<file path="src/rdfp_cfg.svh">
// Operation
// - two independent 64-byte FIFOs, receive and transmit
// - host reaches both FIFOs only over SPI
// - detect receive overflow and transmit underflow
// - header status byte carries selected FIFO fill
// - both byte counts visible as status fields
// - receive push with last-byte read duplicates that byte
// - 4-bit field selects shared threshold point
// - rx threshold 4(N+1), tx threshold 61-4N
// - threshold flag high when count reaches threshold
// - pin select 0x00 rx, 0x02 tx threshold
`ifndef RDFP_CFG_SVH
`define RDFP_CFG_SVH

// ----------------------------------------------------------------------
// sizes
// ----------------------------------------------------------------------
`define RDFP_DATA_W 8
`define RDFP_FIFO_DEPTH 64
`define RDFP_STAGE_DEPTH 8
`define RDFP_COUNT_W 7
`define RDFP_THR_W 4
`define RDFP_SEL_W 6

// ----------------------------------------------------------------------
// threshold coding
// ----------------------------------------------------------------------
`define RDFP_RX_THR_STEP 7'h04
`define RDFP_TX_THR_BASE 7'h3d

// ----------------------------------------------------------------------
// output pin selection codes
// ----------------------------------------------------------------------
`define RDFP_SEL_RX_THR 6'h00
`define RDFP_SEL_TX_THR 6'h02

// ----------------------------------------------------------------------
// spi framing
// ----------------------------------------------------------------------
`define RDFP_LAST_BIT 3'h7
`define RDFP_CS_IDLE 1'b1

`endif

</file>
<file path="src/rdfp_pkg.sv">
`include "rdfp_cfg.svh"

package rdfp_pkg;

  // ----------------------------------------------------------------------
  // shared types
  // ----------------------------------------------------------------------
  typedef logic [`RDFP_DATA_W-1:0] rdfp_byte_t;
  typedef logic [`RDFP_COUNT_W-1:0] rdfp_count_t;
  typedef logic [`RDFP_THR_W-1:0] rdfp_thr_t;
  typedef logic [`RDFP_SEL_W-1:0] rdfp_sel_t;

  // spi access phase
  typedef enum logic [1:0]
  {
    PH_IDLE = 2'b00,
    PH_HEADER = 2'b01,
    PH_DATA = 2'b10
  } rdfp_phase_e;

endpackage

</file>
<file path="src/rdfp_mem.sv">
`timescale 1ns/10ps

module rdfp_mem #(
  parameter int WIDTH = 8,
  parameter int DEPTH = 64,
  parameter int AW = 6
) (
  // clock and reset
  input wire logic clk,
  input wire logic rstn,
  // write port
  input wire logic we,
  input wire logic [AW-1:0] waddr,
  input wire logic [WIDTH-1:0] wdata,
  // read port, data one cycle later
  input wire logic [AW-1:0] raddr,
  output logic [WIDTH-1:0] rdata_q
);

  // ----------------------------------------------------------------------
  // storage
  // ----------------------------------------------------------------------
  logic [WIDTH-1:0] store [DEPTH]; // no reset, contents are don't-care
  logic bypass; // write and read hit the same word

  assign bypass = we && (waddr == raddr);

  // array write
  always_ff @(posedge clk)
  begin
    if (we)
      store[waddr] <= wdata;
  end

  // registered read; bypass so a byte pushed into an empty fifo shows at once
  always_ff @(posedge clk)
  begin
    if (!rstn)
      rdata_q <= '0;
    else
      rdata_q <= bypass ? wdata : store[raddr];
  end

endmodule

</file>
<file path="src/rdfp_fifo.sv">
`timescale 1ns/10ps

module rdfp_fifo #(
  parameter int WIDTH = 8,
  parameter int DEPTH = 64,
  parameter int DUP_HAZARD = 0,
  localparam int AW = $clog2(DEPTH),
  localparam int CW = $clog2(DEPTH + 1)
) (
  // clock and reset
  input wire logic clk,
  input wire logic rstn,
  input wire logic flush,
  // fill side
  input wire logic inValid,
  output logic inReady,
  input wire logic [WIDTH-1:0] inData,
  // drain side
  output logic outValid,
  input wire logic outReady,
  output logic [WIDTH-1:0] outData,
  // level
  output logic [CW-1:0] fillCount
);

  // ----------------------------------------------------------------------
  // pointers and count
  // ----------------------------------------------------------------------
  logic [AW-1:0] wrPtr_q, wrPtr_d; // next slot to write
  logic [AW-1:0] rdPtr_q, rdPtr_d; // head slot
  logic [CW-1:0] count_q, count_d; // bytes held
  logic doPush; // accepted write
  logic doPop; // accepted read
  logic stall; // read pointer misses its step
  logic advance; // read pointer really moves

  assign inReady = count_q != CW'(DEPTH);
  assign outValid = count_q != '0;
  assign doPush = inValid && inReady;
  assign doPop = outReady && outValid;
  // only the receive instance reproduces the pointer slip
  assign stall = (DUP_HAZARD != 0) && doPush && doPop && (count_q == CW'(1));
  assign advance = doPop && !stall;
  assign wrPtr_d = flush ? '0 : (doPush ? wrPtr_q + AW'(1) : wrPtr_q);
  assign rdPtr_d = flush ? '0 : (advance ? rdPtr_q + AW'(1) : rdPtr_q);
  assign count_d = flush ? '0 : count_q + CW'(doPush) - CW'(advance);
  assign fillCount = count_q;

  // pointer registers
  always_ff @(posedge clk)
  begin
    if (!rstn)
    begin
      wrPtr_q <= '0;
      rdPtr_q <= '0;
      count_q <= '0;
    end
    else
    begin
      wrPtr_q <= wrPtr_d;
      rdPtr_q <= rdPtr_d;
      count_q <= count_d;
    end
  end

  // ----------------------------------------------------------------------
  // storage; a write while full lands on the head slot and corrupts it
  // ----------------------------------------------------------------------
  rdfp_mem #(
    .WIDTH(WIDTH),
    .DEPTH(DEPTH),
    .AW(AW)
  ) u_mem (
    .clk(clk),
    .rstn(rstn),
    .we(inValid),
    .waddr(wrPtr_q),
    .wdata(inData),
    .raddr(rdPtr_d),
    .rdata_q(outData)
  );

  // ----------------------------------------------------------------------
  // checks
  // ----------------------------------------------------------------------
  property p_pop_step;
    @(posedge clk) disable iff (!rstn)
    (doPop && !doPush && !flush) |=> (count_q == $past(count_q) - CW'(1));
  endproperty
  a_pop_step: assert property (p_pop_step) else $error("pop did not lower count");

  property p_dup_byte;
    @(posedge clk) disable iff (!rstn)
    (stall && !flush) |=> (count_q == CW'(2)) && (outData == $past(outData));
  endproperty
  a_dup_byte: assert property (p_dup_byte) else $error("last byte not repeated");

  c_dup_byte: cover property (@(posedge clk) disable iff (!rstn) stall);

endmodule

</file>
<file path="src/rdfp_top.sv">
`timescale 1ns/10ps
`include "rdfp_cfg.svh"

module rdfp_top
  import rdfp_pkg::*;
(
  // clock and reset
  input wire logic clk,
  input wire logic rstn,
  // spi pins from the host
  input wire logic spiCsN,
  input wire logic spiSclk,
  input wire logic spiMosi,
  output logic spiMiso,
  output logic spiMisoOe,
  // modem receive stream
  input wire logic modemRxValid,
  output logic modemRxReady,
  input wire rdfp_byte_t modemRxData,
  // modem transmit stream
  input wire logic modemTxPop,
  output logic modemTxValid,
  output rdfp_byte_t modemTxData,
  // control
  input wire logic rxFlush,
  input wire logic txFlush,
  input wire rdfp_thr_t thresholdConfig,
  input wire rdfp_sel_t outputPinSelect,
  // status
  output rdfp_count_t rxCountStatus,
  output rdfp_count_t txCountStatus,
  output logic rxOverflow,
  output logic txUnderflow,
  output logic generalOutputPin
);

  // ----------------------------------------------------------------------
  // threshold arithmetic
  // ----------------------------------------------------------------------
  // receive threshold counts up in steps of four from four
  function automatic rdfp_count_t rxThreshold(input rdfp_thr_t n);
    return {1'b0, n, 2'b00} + `RDFP_RX_THR_STEP;
  endfunction

  // transmit threshold is coded the other way round
  function automatic rdfp_count_t txThreshold(input rdfp_thr_t n);
    return `RDFP_TX_THR_BASE - {1'b0, n, 2'b00};
  endfunction

  // ----------------------------------------------------------------------
  // pin synchronisers
  // ----------------------------------------------------------------------
  logic csS1_q, csS2_q; // chip select, two stages
  logic sclkS1_q, sclkS2_q, sclkS3_q; // serial clock, third stage for edges
  logic mosiS1_q, mosiS2_q; // serial data in

  // the host clock is slow against clk, so sampling finds every edge
  always_ff @(posedge clk)
  begin
    if (!rstn)
    begin
      csS1_q <= `RDFP_CS_IDLE;
      csS2_q <= `RDFP_CS_IDLE;
      sclkS1_q <= 1'b0;
      sclkS2_q <= 1'b0;
      sclkS3_q <= 1'b0;
      mosiS1_q <= 1'b0;
      mosiS2_q <= 1'b0;
    end
    else
    begin
      csS1_q <= spiCsN;
      csS2_q <= csS1_q;
      sclkS1_q <= spiSclk;
      sclkS2_q <= sclkS1_q;
      sclkS3_q <= sclkS2_q;
      mosiS1_q <= spiMosi;
      mosiS2_q <= mosiS1_q;
    end
  end

  // ----------------------------------------------------------------------
  // fifo wiring
  // ----------------------------------------------------------------------
  logic stageValid; // staging buffer holds a byte
  logic stageReady; // staging buffer has room
  rdfp_byte_t stageData; // head of staging buffer
  logic rxInReady; // receive fifo has room
  logic rxOutValid; // receive fifo not empty
  rdfp_byte_t rxOutData; // head of receive fifo
  logic stageMove; // byte moves from staging to receive fifo
  logic rxPopReq; // pop on the byte's first bit, so a frame cut inside a byte loses that byte
  logic txPushReq; // host write stores one byte
  rdfp_byte_t txPushData; // byte completed by the host
  logic txInReady; // transmit fifo has room, host ignores it
  logic ovfEvent; // modem byte lost
  logic unfEvent; // modem pulled from empty fifo

  assign stageMove = stageValid && rxInReady;
  assign modemRxReady = stageReady;
  assign ovfEvent = modemRxValid && !stageReady;
  assign unfEvent = modemTxPop && !modemTxValid;

  // ----------------------------------------------------------------------
  // spi access engine
  // ----------------------------------------------------------------------
  rdfp_phase_e phase_q, phase_d; // where in the access we are
  logic [2:0] bitCnt_q, bitCnt_d; // bit within current byte
  logic isRead_q, isRead_d; // access direction from header msb
  rdfp_byte_t shiftIn_q, shiftIn_d; // bits from mosi
  rdfp_byte_t shiftOut_q, shiftOut_d; // bits to miso, msb first
  logic loadPending_q, loadPending_d; // fetch a fifo byte at next fall
  logic csActive; // chip selected after sync
  logic sclkRise; // device samples mosi here
  logic sclkFall; // miso changes here
  logic byteDone; // eighth rising edge of a byte
  logic firstBit; // rising edge carrying the direction bit
  logic errFlag; // any sticky fault
  rdfp_count_t fillSel; // fill level chosen by direction

  assign csActive = !csS2_q;
  assign sclkRise = csActive && sclkS2_q && !sclkS3_q;
  assign sclkFall = csActive && !sclkS2_q && sclkS3_q;
  assign byteDone = sclkRise && (bitCnt_q == `RDFP_LAST_BIT);
  assign firstBit = sclkRise && (phase_q == PH_HEADER) && (bitCnt_q == 3'h0);
  assign errFlag = rxOverflow || txUnderflow;
  // the direction bit arrives first, so the fill level follows it at once
  assign fillSel = mosiS2_q ? rxCountStatus : txCountStatus;
  assign rxPopReq = sclkRise && (phase_q == PH_DATA) && isRead_q && (bitCnt_q == 3'h0);
  assign txPushReq = byteDone && (phase_q == PH_DATA) && !isRead_q;
  assign txPushData = {shiftIn_q[6:0], mosiS2_q};
  assign spiMiso = shiftOut_q[7];
  assign spiMisoOe = phase_q != PH_IDLE;

  // phase: idle until select, header byte, then data bytes until release
  always_comb
  begin
    phase_d = phase_q;
    unique case (phase_q)
      PH_IDLE:
        if (csActive)
          phase_d = PH_HEADER;
      PH_HEADER:
        if (!csActive)
          phase_d = PH_IDLE;
        else if (byteDone)
          phase_d = PH_DATA;
      PH_DATA:
        if (!csActive)
          phase_d = PH_IDLE;
      default:
        phase_d = PH_IDLE;
    endcase
  end

  assign bitCnt_d = !csActive ? 3'h0 : (sclkRise ? bitCnt_q + 3'h1 : bitCnt_q);
  assign isRead_d = firstBit ? mosiS2_q : isRead_q;
  assign shiftIn_d = sclkRise ? txPushData : shiftIn_q;
  // reads fetch on every byte boundary, header included
  assign loadPending_d = !csActive ? 1'b0 : (byteDone && isRead_q) ? 1'b1 :
                         ((sclkFall && loadPending_q) ? 1'b0 : loadPending_q);
  // status msb is the fault flag, the rest is the fill level
  assign shiftOut_d = (phase_q == PH_IDLE && csActive) ? {errFlag, 7'h00} :
                      firstBit ? {shiftOut_q[7], fillSel} :
                      (sclkFall && loadPending_q) ? rxOutData :
                      sclkFall ? {shiftOut_q[6:0], 1'b0} : shiftOut_q;

  // access engine registers
  always_ff @(posedge clk)
  begin
    if (!rstn)
    begin
      phase_q <= PH_IDLE;
      bitCnt_q <= 3'h0;
      isRead_q <= 1'b0;
      shiftIn_q <= '0;
      shiftOut_q <= '0;
      loadPending_q <= 1'b0;
    end
    else
    begin
      phase_q <= phase_d;
      bitCnt_q <= bitCnt_d;
      isRead_q <= isRead_d;
      shiftIn_q <= shiftIn_d;
      shiftOut_q <= shiftOut_d;
      loadPending_q <= loadPending_d;
    end
  end

  // ----------------------------------------------------------------------
  // buffers
  // ----------------------------------------------------------------------
  // small staging buffer absorbs modem bursts while the host reads
  rdfp_fifo #(.WIDTH(`RDFP_DATA_W), .DEPTH(`RDFP_STAGE_DEPTH), .DUP_HAZARD(0)) u_stage (
    .clk(clk),
    .rstn(rstn),
    .flush(rxFlush),
    .inValid(modemRxValid && modemRxReady), // a refused byte must not touch the head
    .inReady(stageReady),
    .inData(modemRxData),
    .outValid(stageValid),
    .outReady(rxInReady),
    .outData(stageData),
    .fillCount()
  );

  // receive fifo keeps the pointer slip on a simultaneous last read
  rdfp_fifo #(
    .WIDTH(`RDFP_DATA_W),
    .DEPTH(`RDFP_FIFO_DEPTH),
    .DUP_HAZARD(1)
  ) u_rx (
    .clk(clk),
    .rstn(rstn),
    .flush(rxFlush),
    .inValid(stageMove),
    .inReady(rxInReady),
    .inData(stageData),
    .outValid(rxOutValid),
    .outReady(rxPopReq),
    .outData(rxOutData),
    .fillCount(rxCountStatus)
  );

  // transmit fifo takes every host byte; overfilling corrupts the head
  rdfp_fifo #(.WIDTH(`RDFP_DATA_W), .DEPTH(`RDFP_FIFO_DEPTH), .DUP_HAZARD(0)) u_tx (
    .clk(clk),
    .rstn(rstn),
    .flush(txFlush),
    .inValid(txPushReq),
    .inReady(txInReady),
    .inData(txPushData),
    .outValid(modemTxValid),
    .outReady(modemTxPop),
    .outData(modemTxData),
    .fillCount(txCountStatus)
  );

  // ----------------------------------------------------------------------
  // sticky faults and threshold pin
  // ----------------------------------------------------------------------
  logic rxOvf_q; // receive overflow seen
  logic txUnf_q; // transmit underflow seen
  logic rxHit; // receive fill at or above threshold
  logic txHit; // transmit fill at or above threshold
  logic pinNext; // selected signal for the pin
  logic pin_q; // registered pin

  assign rxHit = rxCountStatus >= rxThreshold(thresholdConfig);
  assign txHit = txCountStatus >= txThreshold(thresholdConfig);
  assign pinNext = (outputPinSelect == `RDFP_SEL_RX_THR) ? rxHit :
                   (outputPinSelect == `RDFP_SEL_TX_THR) ? txHit : 1'b0;
  assign rxOverflow = rxOvf_q;
  assign txUnderflow = txUnf_q;
  assign generalOutputPin = pin_q;

  // a new fault in the flush cycle still sets the flag
  always_ff @(posedge clk)
  begin
    if (!rstn)
    begin
      rxOvf_q <= 1'b0;
      txUnf_q <= 1'b0;
      pin_q <= 1'b0;
    end
    else
    begin
      rxOvf_q <= ovfEvent || (rxOvf_q && !rxFlush);
      txUnf_q <= unfEvent || (txUnf_q && !txFlush);
      pin_q <= pinNext;
    end
  end

  // ----------------------------------------------------------------------
  // checks
  // ----------------------------------------------------------------------
  property p_pin_rx;
    @(posedge clk) disable iff (!rstn)
    (outputPinSelect == `RDFP_SEL_RX_THR) |=>
      (generalOutputPin == ($past(rxCountStatus) >= rxThreshold($past(thresholdConfig))));
  endproperty
  a_pin_rx: assert property (p_pin_rx) else $error("rx threshold pin wrong");
  property p_pin_tx;
    @(posedge clk) disable iff (!rstn)
    (outputPinSelect == `RDFP_SEL_TX_THR) |=>
      (generalOutputPin == ($past(txCountStatus) >= txThreshold($past(thresholdConfig))));
  endproperty
  a_pin_tx: assert property (p_pin_tx) else $error("tx threshold pin wrong");
  property p_pin_off;
    @(posedge clk) disable iff (!rstn)
    (outputPinSelect != `RDFP_SEL_RX_THR && outputPinSelect != `RDFP_SEL_TX_THR)
      |=> !generalOutputPin;
  endproperty
  a_pin_off: assert property (p_pin_off) else $error("pin high on other code");
  property p_ovf_set;
    @(posedge clk) disable iff (!rstn)
    (modemRxValid && !modemRxReady) |=> rxOverflow;
  endproperty
  a_ovf_set: assert property (p_ovf_set) else $error("overflow not flagged");
  property p_unf_set;
    @(posedge clk) disable iff (!rstn)
    (modemTxPop && !modemTxValid) |=> txUnderflow;
  endproperty
  a_unf_set: assert property (p_unf_set) else $error("underflow not flagged");
  property p_ovf_hold;
    @(posedge clk) disable iff (!rstn)
    (rxOverflow && !rxFlush) |=> rxOverflow;
  endproperty
  a_ovf_hold: assert property (p_ovf_hold) else $error("overflow flag dropped");
  property p_flush_clear;
    @(posedge clk) disable iff (!rstn)
    (txFlush && !unfEvent) |=> !txUnderflow && (txCountStatus == 7'h00);
  endproperty
  a_flush_clear: assert property (p_flush_clear) else $error("flush left tx state");

  property p_header_status;
    @(posedge clk) disable iff (!rstn)
    firstBit |=> (shiftOut_q[6:0] ==
      ($past(mosiS2_q) ? $past(rxCountStatus) : $past(txCountStatus)));
  endproperty
  a_header_status: assert property (p_header_status) else $error("status fill wrong");

  property p_tx_write;
    @(posedge clk) disable iff (!rstn)
    (txPushReq && txInReady && !modemTxPop && !txFlush) |=>
      (txCountStatus == $past(txCountStatus) + 7'h01);
  endproperty
  a_tx_write: assert property (p_tx_write) else $error("host write not stored");

  c_rx_ovf: cover property (@(posedge clk) disable iff (!rstn) ovfEvent);
  c_tx_unf: cover property (@(posedge clk) disable iff (!rstn) unfEvent);
  c_host_read: cover property (@(posedge clk) disable iff (!rstn) rxPopReq && rxOutValid);
  c_pin_high: cover property (@(posedge clk) disable iff (!rstn) generalOutputPin);

endmodule

</file>
<file path="config.mk">
export PLATFORM = sky130hd
export DESIGN_NAME = rdfp_top
export DESIGN_NICKNAME = d
export VERILOG_FILES = /design/src/rdfp_pkg.sv /design/src/rdfp_mem.sv /design/src/rdfp_fifo.sv /design/src/rdfp_top.sv
export VERILOG_INCLUDE_DIRS = /design/src /design/src/src
export SDC_FILE = /design/constraint.sdc
export NUM_CORES = 2
export LEC_CHECK = 0
export BUFFER_PORTS_ARGS = -buffer_cell sky130_fd_sc_hd__buf_4
export CAP_MARGIN = 20
export CELL_PAD_IN_SITES_DETAIL_PLACEMENT = 1
export CELL_PAD_IN_SITES_GLOBAL_PLACEMENT = 2
export CORE_MARGIN = 1
export CORE_UTILIZATION = 53
export CTS_CLUSTER_DIAMETER = 120
export CTS_CLUSTER_SIZE = 16
export DETAILED_ROUTE_END_ITERATION = 12
export HOLD_SLACK_MARGIN = 0.12
export PLACE_DENSITY_LB_ADDON = 0.05
export SLEW_MARGIN = 0
export SYNTH_ARGS = -nofsm -noshare
export SYNTH_HDL_FRONTEND = slang
export SYNTH_HIERARCHICAL = 1
export SYNTH_SLANG_ARGS = --single-unit
</file>
<file path="constraint.sdc">
create_clock -name clk -period 10.13 [get_ports clk]
set_clock_uncertainty 0.2 [all_clocks]
set_input_delay 0.5065 -clock clk [delete_from_list [all_inputs] [get_ports clk]]
set_output_delay 0.5065 -clock clk [all_outputs]
set_load 0.05 [all_outputs]
</file>
Yosys cells after proc, flatten, opt, wreduce, memory -nomap -nowiden
Memories as Yosys holds them, arrays and structs flattened. A register that Yosys moved wholly into a read port is not among the register bits.
Cells that the tools add are included.
{"block": "classes", "n_addsub": 15, "magnitude_cmp": 2, "eq_ne": 12, "mux": 26, "bitwise": 1, "n_reduce_logical": 60}
{"operator": "$mux 8", "n": 4}
{"operator": "$logic_and 1x1->1", "n": 29}
{"operator": "$add 6x1->6 const B", "n": 4}
{"operator": "$mux 6", "n": 4}
{"operator": "$add 7x1->7", "n": 2}
{"operator": "$ge 7x7->1", "n": 2}
{"operator": "$ne 7x7->1 const B", "n": 2}
{"operator": "$reduce_bool 7->1", "n": 2}
{"operator": "$sub 7x1->7", "n": 2}
{"operator": "$logic_not 1->1", "n": 12}
{"operator": "$mux 1", "n": 10}
{"operator": "$add 3x1->3 const B", "n": 3}
{"operator": "$mux 2", "n": 4}
{"operator": "$reduce_or 2->1", "n": 4}
{"operator": "$add 6x3->7 const B", "n": 1}
{"operator": "$eq 7x1->1 const B", "n": 1}
{"operator": "$mux 7", "n": 1}
{"operator": "$sub 6x6->7 const A", "n": 1}
{"operator": "$eq 6x2->1 const B", "n": 1}
{"operator": "$logic_not 6->1", "n": 1}
{"operator": "$mux 3", "n": 2}
{"operator": "$pmux 2 s3", "n": 1}
{"operator": "$reduce_bool 3->1", "n": 2}
{"operator": "$add 4x1->4", "n": 1}
{"operator": "other kinds (16)", "n": 20}
{"block": "word_totals", "ff_bits": 80, "mem_bits_rw": 1088, "input_bits": 27, "word_cells": 145, "mem_count": 3}
{"name": "u_rx.u_mem.store", "words": 64, "width": 8, "rd": 1, "rd_ports_with_merged_regs": 1, "write_ports": 1, "line": "rdfp_mem.sv:23", "source": "logic [WIDTH-1:0] store [DEPTH];"}
{"name": "u_tx.u_mem.store", "words": 64, "width": 8, "rd": 1, "rd_ports_with_merged_regs": 1, "write_ports": 1, "line": "rdfp_mem.sv:23"}
{"name": "u_stage.u_mem.store", "words": 8, "width": 8, "rd": 1, "rd_ports_with_merged_regs": 1, "write_ports": 1, "line": "rdfp_mem.sv:23"}

Logic depth before layout (Yosys ltp)
{"block": "logic_depth", "ltp_word": 13, "mapped_depth": 18, "depth_no_buf": 15}

Cells and area by module
Netlist, hierarchy kept.
{"mod": "rdfp_mem at u_rx.u_mem ...", "instances": 2, "cells_per_inst": 991, "area_each_um2": 20355.8}
{"mod": "rdfp_mem at u_stage.u_mem", "instances": 1, "cells_per_inst": 152, "area_each_um2": 2762.6}
{"mod": "rdfp_top", "instances": 1, "cells_per_inst": 175, "area_each_um2": 1687.9}
{"mod": "rdfp_fifo at u_rx", "instances": 1, "cells_per_inst": 135, "area_each_um2": 1156.1}
{"mod": "rdfp_fifo at u_tx", "instances": 1, "cells_per_inst": 130, "area_each_um2": 1151.1}
{"mod": "rdfp_fifo at u_stage", "instances": 1, "cells_per_inst": 72, "area_each_um2": 638.1}

Least setup slack after synthesis
No wires, ideal clock.
{"block": "synth_timing", "kind": "reg-to-reg", "start": "register u_rx.count_q[4] (netlist: u_rx/fillCount[4])", "end": "register u_rx.u_mem.rdata_q[6], read port of u_rx.u_mem.store", "setup_ps": 138, "arrival_time_ps": 3748, "t_required_ps": 9792, "slack_ps": 6045, "path_stages_with_launch": 16, "path_buffers": 2, "synth_period_minus_slack_ps": 4085, "cell_sequence": "dfxtp_1 > inv_1 > ha_1 > and3b_1 > nand2_1 > and2_1 > nand2b_1 > a21boi_2 > xnor2_1 > nor2_1 > buf_6 > buf_6 > mux4_1 > mux4_2 > nand2_1 > o221ai_1"}
{"block": "synth_between", "elab_chain_cells": 9}
{"item": "start, declared", "line": "rdfp_fifo.sv:31", "source": "logic [CW-1:0] count_q, count_d;"}
{"item": "start signal, assigned", "line": "rdfp_fifo.sv:62", "source": "count_q <= count_d;"}
{"item": "$ne 7x7->1", "line": "rdfp_fifo.sv:37", "source": "assign inReady = count_q != CW'(DEPTH);"}
{"item": "net rxInReady", "line": "rdfp_top.sv:88", "source": "logic rxInReady;"}
{"item": "$logic_and 1x1->1", "line": "rdfp_top.sv:99", "source": "assign stageMove = stageValid && rxInReady;"}
{"item": "net stageMove", "line": "rdfp_top.sv:91", "source": "logic stageMove;"}
{"item": "$logic_and 1x1->1", "line": "rdfp_fifo.sv:39", "source": "assign doPush = inValid && inReady;"}
{"item": "$logic_and 1x1->1 (2 in a row)", "line": "rdfp_fifo.sv:42", "source": "assign stall = (DUP_HAZARD != 0) && doPush && doPop && (count_q == CW'(1));"}
{"item": "$logic_not 1->1", "line": "rdfp_fifo.sv:43", "source": "assign advance = doPop && !stall;"}
{"item": "$logic_and 1x1->1", "line": "rdfp_fifo.sv:43"}
{"item": "$mux 6 (2 in a row)", "line": "rdfp_fifo.sv:45", "source": "assign rdPtr_d = flush ? '0 : (advance ? rdPtr_q + AW'(1) : rdPtr_q);"}
{"item": "net u_rx.rdPtr_d[0]", "line": "rdfp_fifo.sv:30", "source": "logic [AW-1:0] rdPtr_q, rdPtr_d;"}
{"item": "end, declared", "line": "rdfp_mem.sv:17", "source": "output logic [WIDTH-1:0] rdata_q"}
The timed path passes the listed nets, and every way through them passes these cells.
A chain may end at the register's enable or synchronous reset.

Final worst setup path
{"block": "layout_timing", "start": "register u_rx.count_q[5] (netlist: u_rx/fillCount[5])", "end": "register u_rx.u_mem.rdata_q[6], read port of u_rx.u_mem.store"}
The elaborated chain is that of the path after synthesis.

==> flow_summary.toml <==
[finish]
drive_above_1_share = 0.214
fin_nets = 2779
diodes = 0
n_fill_cell = 7895
fin_area_mm2 = 0.0521
area.growth.synth_to_final_pct = 8.37
final_cell_mix = "edfxtp_1, nor2_1, mux4_2"
final_common_cell = "edfxtp_1"

[timing]
relSlewSlack = 0.289
hold_ws_ns = 0.198
hold_violations = 0
rsz0062_at_grt = "no"
max_freq_mhz = 181
layout_setup_ws_ns = 4.62
tightest_slew_ns = 1.06
finalSetupTns_ns = 0
setup_viol = 0
finalCritPeriodShare = 0.544
period_minus_slack_ns = 5.51
slew_violations = 0

[die]
core-area_mm2 = 0.0900
die-area_mm2 = 0.0920
ios = 56
row_count = 110
die_x_um = 303
initial_core_util = 0.534
die_h_um = 303

[clock_network]
clkSinkCount = 1192
clock_latency_ns = 0.68
htreeDepth = 3
cts.clk_slew.worst_paths_ns = 0.08
cts_buffers = 84
cts_tree = "done"
cts-root-buf = "clkbuf_16"
clk_path_buf_depth = 3
cts_resized = 0
cts_setup_buffers = 0

[power]
switchingPower_uw = 2700
p_leak_uw = 0.0161
cellInternalPower_uw = 7790
seqPwrFrac = 0.551
power-per-cell-area_mw_per_mm2 = 201
p_clk_frac = 0.302
swShare = 0.257
pwr-share-comb = 0.147
vdd_drop_max_v = 0.000186

[routing]
wl_per_cell_um = 27.7
route.detailed.drc = 0
drt-initial-drc-count = 1788
ant_nets = 0
via_per_inst = 6.15
firstDrtPassIters = 4
drt-total-wl_mm = 109
via_count = 24174

[synthesis]
netlist_area_mm2 = 0.0481
yosysWarningCount = 6
syn-num-nets = 2717
syn_area_per_cell_um2 = 18.2
syn_inst = 2645

[global_route]
grt_max_degree = 148
grt_pass1_wl_mm = 164
grt_pass1_vias = 25692
grt_use_total = 0.242
gr-total-overflow = 0
antenna_found_initial = 0

[worst_setup_path]
worstPathRequired_ns = 10.45
cp_slowest_cell = "nand2_1"
cp-end-kind = "flop"
worst-path-max-fanout = 101
crit_path_frequent_cell = "nand2_1"
max_stage_delay_ns = 0.73
path_cells = "inv_1 > ha_1 > and3b_1 > nand2_1 > and2_1 > nand2b_1 > a21boi_2 > xnor2_1 > nor2_4 > buf_12 > nand2_1 > o22ai_1 > nor2_1 > a221oi_1 > o221ai_1"
cp_top_family = "simple AND/OR/NAND/NOR gates"
worstSetupPathDepth = 15
setup.worst_path.class = "flop to flop"
r2r_end = "u_rx/u_mem/rdata_q[6]"
r2r_start = "u_rx/fillCount[5]"
crit_arrival_ns = 5.83
worstRegToRegCells = 15
r2r_setup_slack_ns = 4.62
start_kind = "flop"
crit_buf_inv = 2

[placed_design]
hpwl_mm = 68.2
io_buffers = 55
post_dp_cell_area_mm2 = 0.0495
place_ws_ns = 4.56
gp_congestion = 0.821

[run]
drv_cap = 0

[min_path]
min_to = "u_stage/rdPtr_q[2]"
min_path_cells = 4
hp-start = "rxFlush"
hp-class = "input pin to flop"

[outcome]
status = "finished, final reports clean"
power by group through the flow:
stage / clock [uW] / combinational (uW) / sequential, uW
floorplan: 0 / 863 / 6060
global placement: 0 / 1490 / 5890
detailed placement: 0 / 1550 / 5900
CTS: 3260 / 1560 / 5790
global route: 3400 / 1670 / 5790
finish: 3160 / 1540 / 5780
area by class of cell:
class	instances	area, um^2	share of cell area
Clock buffer	127	2310	0.0442
Sequential cell	1192	34800	0.667
Clock inverter	6	60.1	0.00115
Timing Repair Buffer	111	943	0.0181
Inverter	40	150	0.00288
Tap cell	1176	1470	0.0282
Multi-Input combinational cell	1278	12400	0.238
state kept, by name, summed over array words and instances (netlist names), 4 cells and up:
signal	flops
u_tx/u_mem/store	512
u_tx/rdPtr_q	6
u_rx/rdPtr_q	6
shiftIn_q	7
u_stage/u_mem/rdata_q	8
u_tx/u_mem/rdata_q	8
u_tx/fillCount	7
u_rx/fillCount	7
u_stage/u_mem/store	64
u_rx/wrPtr_q	6
u_tx/wrPtr_q	6
u_rx/u_mem/rdata_q	8
u_rx/u_mem/store	512
u_stage/fillCount	4
shiftOut_q	8
stage by stage:
stage | util | instances | power, uW
2_1_floorplan | - | 2645 | 6920
3_3_place_gp | 0.550 | 3775 | 7390
3_5_place_dp | 0.550 | 3776 | 7450
4_1_cts | 0.579 | 3929 | 10600
5_1_grt | 0.579 | 3930 | 10900
6_report | 0.579 | 3930 | 10500
worst reg2reg max path: cells and delay by family, from the launching register on:
| family | cells | cell delay, ns |
|---|---|---|
| flip-flops | 1 | 0.42 |
| XOR/XNOR | 1 | 0.18 |
| buffers and inverters | 2 | 0.68 |
| AND/OR/NAND/NOR | 7 | 2.27 |
| adder cells (fa/ha/maj) | 1 | 0.21 |
| AO/OA/AOI/OAI | 4 | 1.38 |
worst max-delay path by stage:
stage               slack [ns]              start                    end
global placement          4.77  u_rx/fillCount[4]  u_rx/u_mem/rdata_q[6]
finish                    4.62  u_rx/fillCount[5]  u_rx/u_mem/rdata_q[6]
floorplan                 6.04  u_rx/fillCount[4]  u_rx/u_mem/rdata_q[6]
detailed placement        4.56  u_rx/fillCount[5]  u_rx/u_mem/rdata_q[6]
global route              4.34  u_rx/fillCount[4]  u_rx/u_mem/rdata_q[6]
CTS                       4.52  u_rx/fillCount[5]  u_rx/u_mem/rdata_q[6]
per-layer routing:
metal	track usage	up-vias	wire (um)
met4	0.0769	0	3270
li1	-	10655	-
met2	0.431	485	57600
met1	0.311	12858	44700
met5	0	-	0
met3	0.0291	176	3420
what timing repair did:
action | in CTS | in global routing
setup endpoints to repair | 0 | 0
hold buffers | 20 | 0
endpoints found under the hold margin | 83 | 0
(Power assumes the default switching activity.)
